$ cat config.mk
export PLATFORM = sky130hd
export DESIGN_NAME = bcs_top
export DESIGN_NICKNAME = d
export VERILOG_FILES = /design/src/verilog/bcs_pkg.sv /design/src/verilog/bcs_top.sv
export SDC_FILE = /design/constraint.sdc
export NUM_CORES = 1
export LEC_CHECK = 0
export ABC_AREA = 1
export BUFFER_PORTS_ARGS = -buffer_cell sky130_fd_sc_hd__buf_2
export CORE_ASPECT_RATIO = 0.9
export CORE_MARGIN = 2
export CORE_UTILIZATION = 40
export DETAILED_ROUTE_END_ITERATION = 12
export GPL_TIMING_DRIVEN = 0
export PLACE_DENSITY = 0.57
export SYNTH_ARGS = -nofsm -noshare
export SYNTH_HDL_FRONTEND = slang
export SYNTH_SLANG_ARGS = --single-unit
$ cat constraint.sdc
create_clock -name pclk -period 2 [get_ports pclk]
set_input_delay 0.1 -clock pclk [delete_from_list [all_inputs] [get_ports pclk]]
set_output_delay 0.1 -clock pclk [all_outputs]
set_load 0.01 [all_outputs]
$ cat src/verilog/bcs_pkg.sv
// Purpose: constants for the battery charge sequencer
// Assumes: apb slave, 100 MHz pclk, analog comparators on pins
// Notes on behaviour
// - the first supply rising above undervoltage readies the bus, registers reload defaults.
// - power good needs input over battery+250mV, input above uvlo, no otg.
// - after power good, pulse source detection if enabled, then enable converter.
// - input conditions watched always; any failing suspends the charge cycle.
// - below min system+60mV regulate at max plus offset, battery switch linear while charging.
// - system offset is 50mV or 100mV by config bit 0.
// - suspended or complete: regulate at offset above max of minimum and battery.
// - qualified input and battery under 2.1V gives fixed 128mA trickle.
// - pre-charge until exit threshold; pre timer expiry ends cycle with fault.
// - pre-charge current comes from bits 7:4 of current config.
// - above exit threshold (bit 1) fast charge at bits 7:2 current.
// - at full voltage (bits 7:2) enter constant voltage, current tapers.
// - complete when current reaches termination bits 3:0, only if bit 7 set.
// - safety timer expiry before termination ends cycle with timeout fault.
// - junction regulation threshold from bits 1:0; current reduced to hold it.
// - new cycle on replug, enable or ovp recovery, with no blocking faults.
// - after completion, battery under recharge threshold restarts charging.
// - charging enabled only with config bits 5:4 at 01 and permit pin low.
// - battery over full+160mV suspends charging at once and flags fault.
package bcs_pkg;
  // register indices; byte address is four times the index
  localparam logic [4:0] IDX_SYS_CFG  = 5'h01;
  localparam logic [4:0] IDX_FAST_I   = 5'h02;
  localparam logic [4:0] IDX_CHG_I    = 5'h03;
  localparam logic [4:0] IDX_VOLT     = 5'h04;
  localparam logic [4:0] IDX_TIMER    = 5'h05;
  localparam logic [4:0] IDX_THERM    = 5'h06;
  localparam logic [4:0] IDX_STATUS   = 5'h08;
  // reset values
  localparam logic [7:0] RST_SYS_CFG  = 8'h1a;
  localparam logic [7:0] RST_FAST_I   = 8'h60;
  localparam logic [7:0] RST_CHG_I    = 8'h11;
  localparam logic [7:0] RST_VOLT     = 8'ha2;
  localparam logic [7:0] RST_TIMER    = 8'h80;
  localparam logic [7:0] RST_THERM    = 8'h03;
  // field positions
  localparam int SYS_OFS_BIT  = 0;
  localparam int SYS_MIN_LSB  = 1;
  localparam int SYS_CHG_LSB  = 4;
  localparam int FAST_I_LSB   = 2;
  localparam int PRE_I_LSB    = 4;
  localparam int TERM_I_LSB   = 0;
  localparam int FULL_V_LSB   = 2;
  localparam int PRE_SEL_BIT  = 1;
  localparam int TERM_EN_BIT  = 7;
  localparam int TJ_LSB       = 0;
  localparam int DPDM_EN_BIT  = 7;
  localparam logic [1:0] CHG_CFG_EN  = 2'h1;
  localparam logic [1:0] CHG_CFG_OTG = 2'h2;
  // pin comparator index in the synchronised bank
  localparam int PIN_VIN_UV   = 0;
  localparam int PIN_BAT_UV   = 1;
  localparam int PIN_VIN_HDRM = 2;
  localparam int PIN_SHORT    = 3;
  localparam int PIN_PRE_EXIT = 4;
  localparam int PIN_FULL     = 5;
  localparam int PIN_TERM     = 6;
  localparam int PIN_RECHG    = 7;
  localparam int PIN_OVP      = 8;
  localparam int PIN_SYSMIN   = 9;
  localparam int PIN_NTC      = 10;
  localparam int PIN_PERMIT_N = 11;
  localparam int PIN_TJ_HOT   = 12;
  localparam int NPIN         = 13;
  // timing
  localparam int CLK_KHZ      = 100000;
  localparam int PRE_TO_MS    = 30;
  localparam int SAFE_TO_MS   = 40;
  localparam int PRE_TO_CYC   = PRE_TO_MS * CLK_KHZ;
  localparam int SAFE_TO_CYC  = SAFE_TO_MS * CLK_KHZ;
  // current mode codes
  localparam logic [1:0] IMODE_OFF  = 2'h0;
  localparam logic [1:0] IMODE_TRK  = 2'h1;
  localparam logic [1:0] IMODE_PRE  = 2'h2;
  localparam logic [1:0] IMODE_FAST = 2'h3;
  typedef enum logic [6:0] {
    ST_IDLE = 7'h01, ST_TRK = 7'h02, ST_PRE = 7'h04, ST_CC = 7'h08,
    ST_CV = 7'h10, ST_DONE = 7'h20, ST_FAULT = 7'h40
  } bcs_state_e;
endpackage

$ cat src/verilog/bcs_top.sv
// Purpose: charge phase sequencer with apb register file
// Assumes: comparator pins are asynchronous, pready never stalls
// Notes: analog loops sit outside; this block selects their targets
`timescale 1ns/10ps
module bcs_top #(
  parameter int unsigned PRE_TO  = bcs_pkg::PRE_TO_CYC,
  parameter int unsigned SAFE_TO = bcs_pkg::SAFE_TO_CYC
) (
  input  wire logic                    pclk,
  input  wire logic                    presetn,
  input  wire logic                    clk_en,
  input  wire logic                    psel,
  input  wire logic                    penable,
  input  wire logic                    pwrite,
  input  wire logic [11:0]             paddr,
  input  wire logic [31:0]             pwdata,
  output logic      [31:0]             prdata,
  output logic                         pready,
  output logic                         pslverr,
  input  wire logic [bcs_pkg::NPIN-1:0] pins_async,
  output logic                         serial_ready,
  output logic                         power_good,
  output logic                         dpdm_start,
  output logic                         buck_enable,
  output logic      [1:0]              chg_i_mode,
  output logic      [5:0]              chg_i_code,
  output logic                         cv_mode,
  output logic      [5:0]              full_v_code,
  output logic                         pre_exit_sel,
  output logic      [3:0]              term_i_code,
  output logic      [2:0]              sys_min_code,
  output logic                         sys_offset_sel,
  output logic                         sys_track_max,
  output logic                         batfet_linear,
  output logic      [1:0]              tj_limit_sel,
  output logic                         thermal_reduce
);
  import bcs_pkg::*;

  // two-flop synchroniser for every comparator pin
  logic [NPIN-1:0] s1_q, s2_q;
  always_ff @(posedge pclk or negedge presetn) begin
    if (!presetn) begin
      s1_q <= '0;
      s2_q <= '0;
    end else if (clk_en) begin
      s1_q <= pins_async;
      s2_q <= s1_q;
    end
  end

  logic sup_ok, pg_raw, chg_en;
  logic [7:0] cfg_q, fast_q, chgi_q, volt_q, tmr_q, thm_q;
  assign sup_ok = s2_q[PIN_VIN_UV] | s2_q[PIN_BAT_UV];
  // otg code in the enable field blocks power good
  assign pg_raw = s2_q[PIN_VIN_HDRM] & s2_q[PIN_VIN_UV]
                & (cfg_q[SYS_CHG_LSB +: 2] != CHG_CFG_OTG);
  assign chg_en = (cfg_q[SYS_CHG_LSB +: 2] == CHG_CFG_EN)
                & ~s2_q[PIN_PERMIT_N];

  // edge history for supply, power good, enable and ovp
  logic sup_d, pg_d, en_d, ovp_d, buck_d;
  logic sup_q, pg_q, en_q, ovp_q, buck_q;
  logic sup_rise, pg_rise;
  assign sup_rise = sup_ok & ~sup_q;
  assign pg_rise  = pg_raw & ~pg_q;
  always_comb begin
    sup_d  = sup_ok;
    pg_d   = pg_raw;
    en_d   = chg_en;
    ovp_d  = s2_q[PIN_OVP];
    buck_d = pg_q & pg_raw; // converter follows detection start by a cycle
  end
  always_ff @(posedge pclk or negedge presetn) begin
    if (!presetn) begin
      sup_q  <= 1'b0;
      pg_q   <= 1'b0;
      en_q   <= 1'b0;
      ovp_q  <= 1'b0;
      buck_q <= 1'b0;
    end else if (clk_en) begin
      sup_q  <= sup_d;
      pg_q   <= pg_d;
      en_q   <= en_d;
      ovp_q  <= ovp_d;
      buck_q <= buck_d;
    end
  end

  // apb decode: zero wait states, unmapped index errors
  logic [4:0] idx;
  logic       hit, setup, wr;
  assign idx   = paddr[6:2];
  assign hit   = (paddr[11:7] == 5'h00) && (paddr[1:0] == 2'h0)
              && (idx inside {IDX_SYS_CFG, IDX_FAST_I, IDX_CHG_I, IDX_VOLT,
                              IDX_TIMER, IDX_THERM, IDX_STATUS});
  assign setup = psel & ~penable;
  assign wr    = psel & penable & pwrite & hit & clk_en;
  assign pready  = 1'b1;
  assign pslverr = psel & penable & ~hit;

  // register file, reloaded when the first supply comes up
  logic [7:0] cfg_d, fast_d, chgi_d, volt_d, tmr_d, thm_d;
  always_comb begin
    cfg_d  = cfg_q;
    fast_d = fast_q;
    chgi_d = chgi_q;
    volt_d = volt_q;
    tmr_d  = tmr_q;
    thm_d  = thm_q;
    if (sup_rise) begin
      cfg_d  = RST_SYS_CFG;
      fast_d = RST_FAST_I;
      chgi_d = RST_CHG_I;
      volt_d = RST_VOLT;
      tmr_d  = RST_TIMER;
      thm_d  = RST_THERM;
    end else if (wr) begin
      case (idx)
        IDX_SYS_CFG: cfg_d  = pwdata[7:0];
        IDX_FAST_I:  fast_d = pwdata[7:0];
        IDX_CHG_I:   chgi_d = pwdata[7:0];
        IDX_VOLT:    volt_d = pwdata[7:0];
        IDX_TIMER:   tmr_d  = pwdata[7:0];
        IDX_THERM:   thm_d  = pwdata[7:0];
        default:     cfg_d  = cfg_q; // status is read only
      endcase
    end
  end
  always_ff @(posedge pclk or negedge presetn) begin
    if (!presetn) begin
      cfg_q  <= RST_SYS_CFG;
      fast_q <= RST_FAST_I;
      chgi_q <= RST_CHG_I;
      volt_q <= RST_VOLT;
      tmr_q  <= RST_TIMER;
      thm_q  <= RST_THERM;
    end else if (clk_en) begin
      cfg_q  <= cfg_d;
      fast_q <= fast_d;
      chgi_q <= chgi_d;
      volt_q <= volt_d;
      tmr_q  <= tmr_d;
      thm_q  <= thm_d;
    end
  end

  // charge sequencer with faults and timers
  bcs_state_e st_q, st_d;
  logic [31:0] pre_cnt_q, pre_cnt_d, safe_cnt_q, safe_cnt_d;
  logic pre_to_q, pre_to_d, safe_to_q, safe_to_d;
  logic start_q, start_d, charging, blocked, trig;
  assign charging = st_q inside {ST_TRK, ST_PRE, ST_CC, ST_CV};
  // replug, fresh enable or ovp recovery request a cycle
  assign trig = pg_rise | (chg_en & ~en_q) | (~s2_q[PIN_OVP] & ovp_q);
  assign blocked = s2_q[PIN_NTC] | pre_to_q | safe_to_q | s2_q[PIN_OVP]
                 | batfet_forced_off(thm_q);

  // batfet force-off bit shares the thermal register
  function automatic logic batfet_forced_off(input logic [7:0] r);
    batfet_forced_off = r[6];
  endfunction

  always_comb begin
    st_d       = st_q;
    start_d    = start_q | trig; // a new trigger wins over consumption except in ST_DONE
    pre_cnt_d  = (st_q == ST_PRE) ? pre_cnt_q + 32'h1 : 32'h0;
    safe_cnt_d = charging ? safe_cnt_q + 32'h1 : 32'h0;
    pre_to_d   = pre_to_q;
    safe_to_d  = safe_to_q;
    if (pg_rise | (chg_en & ~en_q)) begin
      pre_to_d  = 1'b0; // replug or re-enable clears timeouts
      safe_to_d = 1'b0;
    end
    if (sup_rise) begin
      st_d    = ST_IDLE;
      start_d = 1'b1;
    end else if (charging & (~pg_raw | ~chg_en | s2_q[PIN_OVP] | s2_q[PIN_NTC])) begin
      st_d    = ST_IDLE;
      start_d = start_q | trig | ~pg_raw;
    end else begin
      case (st_q)
        ST_IDLE, ST_FAULT: begin
          if (start_q & pg_raw & chg_en & ~blocked & ~trig) begin
            st_d    = s2_q[PIN_SHORT] ? ST_TRK : ST_PRE;
            start_d = 1'b0;
          end
        end
        ST_TRK: if (!s2_q[PIN_SHORT]) st_d = ST_PRE;
        ST_PRE: begin
          if (s2_q[PIN_PRE_EXIT]) st_d = ST_CC;
          else if (pre_cnt_q >= PRE_TO - 32'h1) begin
            st_d     = ST_FAULT;
            pre_to_d = 1'b1;
          end
        end
        ST_CC: if (s2_q[PIN_FULL]) st_d = ST_CV;
        ST_CV: begin
          if (tmr_q[TERM_EN_BIT] & s2_q[PIN_TERM]) st_d = ST_DONE;
        end
        ST_DONE: begin
          if (s2_q[PIN_RECHG]) start_d = 1'b1;
          if (start_q & pg_raw & chg_en & ~blocked) begin
            st_d    = s2_q[PIN_SHORT] ? ST_TRK : ST_PRE;
            start_d = 1'b0;
          end
        end
        default: st_d = ST_IDLE;
      endcase
      if (charging & (safe_cnt_q >= SAFE_TO - 32'h1) & (st_d != ST_DONE)) begin
        st_d      = ST_FAULT;
        safe_to_d = 1'b1;
      end
    end
  end
  always_ff @(posedge pclk or negedge presetn) begin
    if (!presetn) begin
      st_q       <= ST_IDLE;
      start_q    <= 1'b0;
      pre_cnt_q  <= 32'h0;
      safe_cnt_q <= 32'h0;
      pre_to_q   <= 1'b0;
      safe_to_q  <= 1'b0;
    end else if (clk_en) begin
      st_q       <= st_d;
      start_q    <= start_d;
      pre_cnt_q  <= pre_cnt_d;
      safe_cnt_q <= safe_cnt_d;
      pre_to_q   <= pre_to_d;
      safe_to_q  <= safe_to_d;
    end
  end

  // phase code seen by software
  function automatic logic [2:0] phase_code(input bcs_state_e s);
    case (s)
      ST_TRK:   phase_code = 3'h1;
      ST_PRE:   phase_code = 3'h2;
      ST_CC:    phase_code = 3'h3;
      ST_CV:    phase_code = 3'h4;
      ST_DONE:  phase_code = 3'h5;
      ST_FAULT: phase_code = 3'h6;
      default:  phase_code = 3'h0;
    endcase
  endfunction

  logic [7:0] status;
  assign status = {phase_code(st_q), safe_to_q, pre_to_q, pg_raw,
                   s2_q[PIN_OVP], s2_q[PIN_NTC]};

  // read data and loop targets, registered
  logic [31:0] rd_d, rd_q;
  logic [1:0]  imode_d;
  logic [5:0]  icode_d;
  logic        dpdm_d, track_d, lin_d, thr_d;
  always_comb begin
    rd_d = rd_q;
    if (setup & clk_en) begin
      case (idx)
        IDX_SYS_CFG: rd_d = {24'h0, cfg_q};
        IDX_FAST_I:  rd_d = {24'h0, fast_q};
        IDX_CHG_I:   rd_d = {24'h0, chgi_q};
        IDX_VOLT:    rd_d = {24'h0, volt_q};
        IDX_TIMER:   rd_d = {24'h0, tmr_q};
        IDX_THERM:   rd_d = {24'h0, thm_q};
        IDX_STATUS:  rd_d = {24'h0, status};
        default:     rd_d = 32'h0;
      endcase
    end
    imode_d = IMODE_OFF;
    icode_d = 6'h0;
    case (st_q)
      ST_TRK: imode_d = IMODE_TRK; // fixed current in the analog stage
      ST_PRE: begin
        imode_d = IMODE_PRE;
        icode_d = {2'h0, chgi_q[PRE_I_LSB +: 4]};
      end
      ST_CC, ST_CV: begin
        imode_d = IMODE_FAST;
        icode_d = fast_q[FAST_I_LSB +: 6];
      end
      default: imode_d = IMODE_OFF;
    endcase
    dpdm_d  = pg_rise & thm_q[DPDM_EN_BIT];
    // max(min,batt)+offset when low battery or not charging
    track_d = s2_q[PIN_SYSMIN] | ~charging;
    lin_d   = s2_q[PIN_SYSMIN] & charging;
    thr_d   = charging & s2_q[PIN_TJ_HOT];
  end
  logic [1:0] imode_q;
  logic [5:0] icode_q;
  logic       dpdm_q, track_q, lin_q, thr_q;
  always_ff @(posedge pclk or negedge presetn) begin
    if (!presetn) begin
      rd_q    <= 32'h0;
      imode_q <= IMODE_OFF;
      icode_q <= 6'h0;
      dpdm_q  <= 1'b0;
      track_q <= 1'b1;
      lin_q   <= 1'b0;
      thr_q   <= 1'b0;
    end else if (clk_en) begin
      rd_q    <= rd_d;
      imode_q <= imode_d;
      icode_q <= icode_d;
      dpdm_q  <= dpdm_d;
      track_q <= track_d;
      lin_q   <= lin_d;
      thr_q   <= thr_d;
    end
  end

  assign prdata         = rd_q;
  assign serial_ready   = sup_q;
  assign power_good     = pg_q;
  assign dpdm_start     = dpdm_q;
  assign buck_enable    = buck_q;
  assign chg_i_mode     = imode_q;
  assign chg_i_code     = icode_q;
  assign cv_mode        = (st_q == ST_CV);
  assign full_v_code    = volt_q[FULL_V_LSB +: 6];
  assign pre_exit_sel   = volt_q[PRE_SEL_BIT];
  assign term_i_code    = chgi_q[TERM_I_LSB +: 4];
  assign sys_min_code   = cfg_q[SYS_MIN_LSB +: 3];
  assign sys_offset_sel = cfg_q[SYS_OFS_BIT];
  assign sys_track_max  = track_q;
  assign batfet_linear  = lin_q;
  assign tj_limit_sel   = thm_q[TJ_LSB +: 2];
  assign thermal_reduce = thr_q;
endmodule

==> metrics <==
outcome complete, no violations; Initial DRC Count just over 700; top cells by count, synth nand2_1 (416), dfrtp_1 (158), inv_1 (141), nor2_1 (125), nand3_1 (121); CP Buf/Inv Count 3; biggest area consumer among synthesized cells dfrtp_1; residual DRC count 0; Adder-Cell Fraction of Synth Area 0.262%; vias per cell around 5; Die H roughly 150 um; Die ar. ~25000 um2; largest net degree at the start of global routing 94; clk slew on worst S/H paths 0.08 ns; DP HPWL between 20000 and 25000 um; final setup fails 0; placed inst area 10500 um2; Post-synth EDFFs 0; cell family contributing the most delay on the critical path simple AND/OR/NAND/NOR gates; Num CTS Buffers 17; slowest CP cell dfrtp_1; DR pass1 iterations 5; CTS max path bufs 2; n_diodes 0; post-layout minimum cycle time approximately 1.9 ns; gpl congestion between 0.9 and 1; vias 8777; hold path endpoint chgi_q[4]; critical path arrival between 2 and 2.5 ns; CTS tree done; global-route wire length before repair 43800 um; cells after synthesis about 1300; simple-gate portion of the synthesized area approximately a third; fmax between 0.5 and 0.6 GHz; maximum vdd drop roughly 0.63 mV; Fin. Hold Viols 0; Async SR Flop Fraction 100%; max incr delay on CP ~0.43 ns; Synth area leaders dfrtp_1 (41%), nand2_1 (16%), nand3_1 (6.3%), inv_1 (5.5%), nor2_1 (4.9%); CTS root buf clkbuf_16; Main synth FF type dfrtp_1; Power Density around 870 nW/um2; sequential fraction of the synthesis area between 40% and 50%; Area Growth Syn to Fin 19.2%; H-tree Lvls 4; I/O pin total 130; Leak 5.69 nW; reg2reg setup slack between 0.1 and 0.15 ns; Yosys cell types between 40 and 50; Starting Density about two fifths; Synth Warn # 0; clk sink count approximately 170; critical path fanouts, max 10; crit share post-route a little over nine tenths; Worst setup EP type flip-flop; MaxCap Viol Count 0; largest family of logic cells by synthesized area simple AND/OR/NAND/NOR gates; RSZ-0062 raised after global routing yes; Placeable Area between 20000 and 25000 um2; clock latency at the later pin of the worst-skew pair between 0.4 and 0.5 ns; Design Area, Final between 10000 and 15000 um2; most common cell in the netlist nand2_1; # port buffers 79; aggregate global-route resource usage roughly 22%; share of layout cells above drive strength 1 around 17%; Clock Skew 0.0128 ns; Reg-to-Reg End pre_cnt_q[9]; routed len/inst approximately 16 um; final WL 27500 um; area share of the largest cell type after synthesis roughly 41%; xor/xnor share of the synthesized area 1.19%; Max Slew Vio Count 0; syn avg cell area 7.35 um2; cell count of the worst hold path 5; # rows 53; Synth Cell Area around 9600 um2; post-synthesis mux area share 0.105%; min-delay worst type input pin to flip-flop; total grt overflow 0; worst-margin pin slew 0.643 ns; #FFs+latches synth approximately 170; CP Launch Type flip-flop; Die X approximately 170 um; vias in the first global route 8172; WS Path Type flip-flop to flip-flop; slew margin rel. a little under three fifths; R2R Path Start st_q[5]; CP required 2.33 ns; crit path cell chain nor2_2 > nand2_2 > nor2_4 > inv_1 > nand2_4 > inv_2 > buf_2 > a221oi_1; Synth Area in Compound Gates 8.19%; r2r worst-path depth 8; ANT nets after route 0; Final TNS setup 0 ns; Hold Path Origin pwdata[4]; antenna violations before repair 0; layout net count 1517
what timing repair did:
| item | 4_1_cts | 5_1_grt |
|---|---|---|
| hold buffers | 16 | 0 |
| pin swaps | 1 | 4 |
| endpoints found under the hold margin | 83 | 0 |
| setup endpoints to repair | 58 | 64 |
| resized for setup | 6 | 23 |
| setup buffers | 0 | 12 |
flip-flops by register name, indices dropped and copies added (netlist names), 13 cells and up:
register,cells
pre_cnt_q,32
safe_cnt_q,32
s1_q,13
s2_q,13
logic make-up after synthesis:
logic type | count (synthesis)
xor gates and xnor gates | 13
muxes | 1
other | 2
buffers and inverters | 210
adders and majority gates | 2
AOI/OAI and AO/OA | 132
and+or+nand+nor | 768
DFF | 173
tightest hold or removal path, stage by stage:
cell	delay [ns]
buf_2	0.09
inv_1	0.06
nand2_1	0.08
nand3_1	0.09
nand2_1	0.05
where the power goes:
part	leakage, nW	switching [W]	internal [W]
Combinational	3.13	0.00116	0.000773
Sequential	2.27	0.000402	0.00415
Clock	0.291	0.00170	0.00170
metrics by stage:
| stage | total power [W] | utilization, % | hold slack (ns) | instances | worst slack [ns] |
|---|---|---|---|---|---|
| after floorplan | 0.00574 | - | -0.196 | 1324 | 0.364 |
| after global placement | 0.00645 | 44.5 | 0.300 | 1705 | -2.18 |
| after detailed placement | 0.00648 | 44.7 | 0.136 | 1706 | -0.195 |
| after CTS | 0.00992 | 48.0 | 0.0222 | 1754 | 0.0112 |
| after global routing | 0.0104 | 48.7 | 0.0612 | 1767 | -0.0311 |
| final | 0.00989 | 48.7 | 0.0270 | 1767 | 0.126 |
layer usage:
metal | wire (um) | vias to the layer above | part of all wire (%) | global-route usage, %
met1 | 13600 | 4079 | 49 | 32.3
met2 | 12300 | 220 | 45 | 35.2
met4 | 384 | 0 | 1.4 | 5.47
met3 | 1220 | 32 | 4.4 | 2.68
met5 | 0 | - | 0 | 0
li1 | - | 4446 | - | -
placed cells by master, fill, tap and decap left out, types with 3 or more instances in the layout:
master and count:
xnor2_1 3, o21a_1 5, nor2_1 114, clkbuf_1 8, conb_1 25, nand2_2 9, nand3_1 121, dfrtp_1 157
xor2_1 10, nor3_1 40, nor3b_1 4, nor2_4 10, a211oi_1 4, buf_1 3, buf_2 86, dlygate4sd3_1 16
nand2_4 4, inv_1 139, a21oi_1 33, nand2_1 415, o2111ai_1 5, inv_2 5, nor2_2 13, clkbuf_16 17
inv_6 4, nand4_1 25, buf_4 57, o21ai_0 56, inv_8 5, nor4_1 5, dfstp_2 15, o211ai_1 5
o22ai_1 4, o31ai_1 5, clkinv_8 3
layout make-up:
class,instances,area [um2]
Buffer,66,445
Clock buffer,18,429
Clock inverter,14,165
Fill cell,2398,12000
Inverter,144,541
Multi-Input combinational cell,941,4410
Sequential cell,173,4350
Tap cell,302,378
Timing Repair Buffer,109,691
worst max-delay path by stage:
stage,startpoint,to,slack [ns],depth (start not counted)
4_1_cts,st_q[5],safe_cnt_q[15],0.01,9
2_1_floorplan,st_q[3],st_q[3],0.36,10
3_5_place_dp,clk_en,prdata[2],-0.20,6
5_1_grt,st_q[4],pre_cnt_q[9],-0.03,8
6_report,st_q[5],pre_cnt_q[9],0.13,8
3_3_place_gp,presetn,s1_q[2],-2.18,1
No activity file was read; power rests on OpenSTA's default activity.
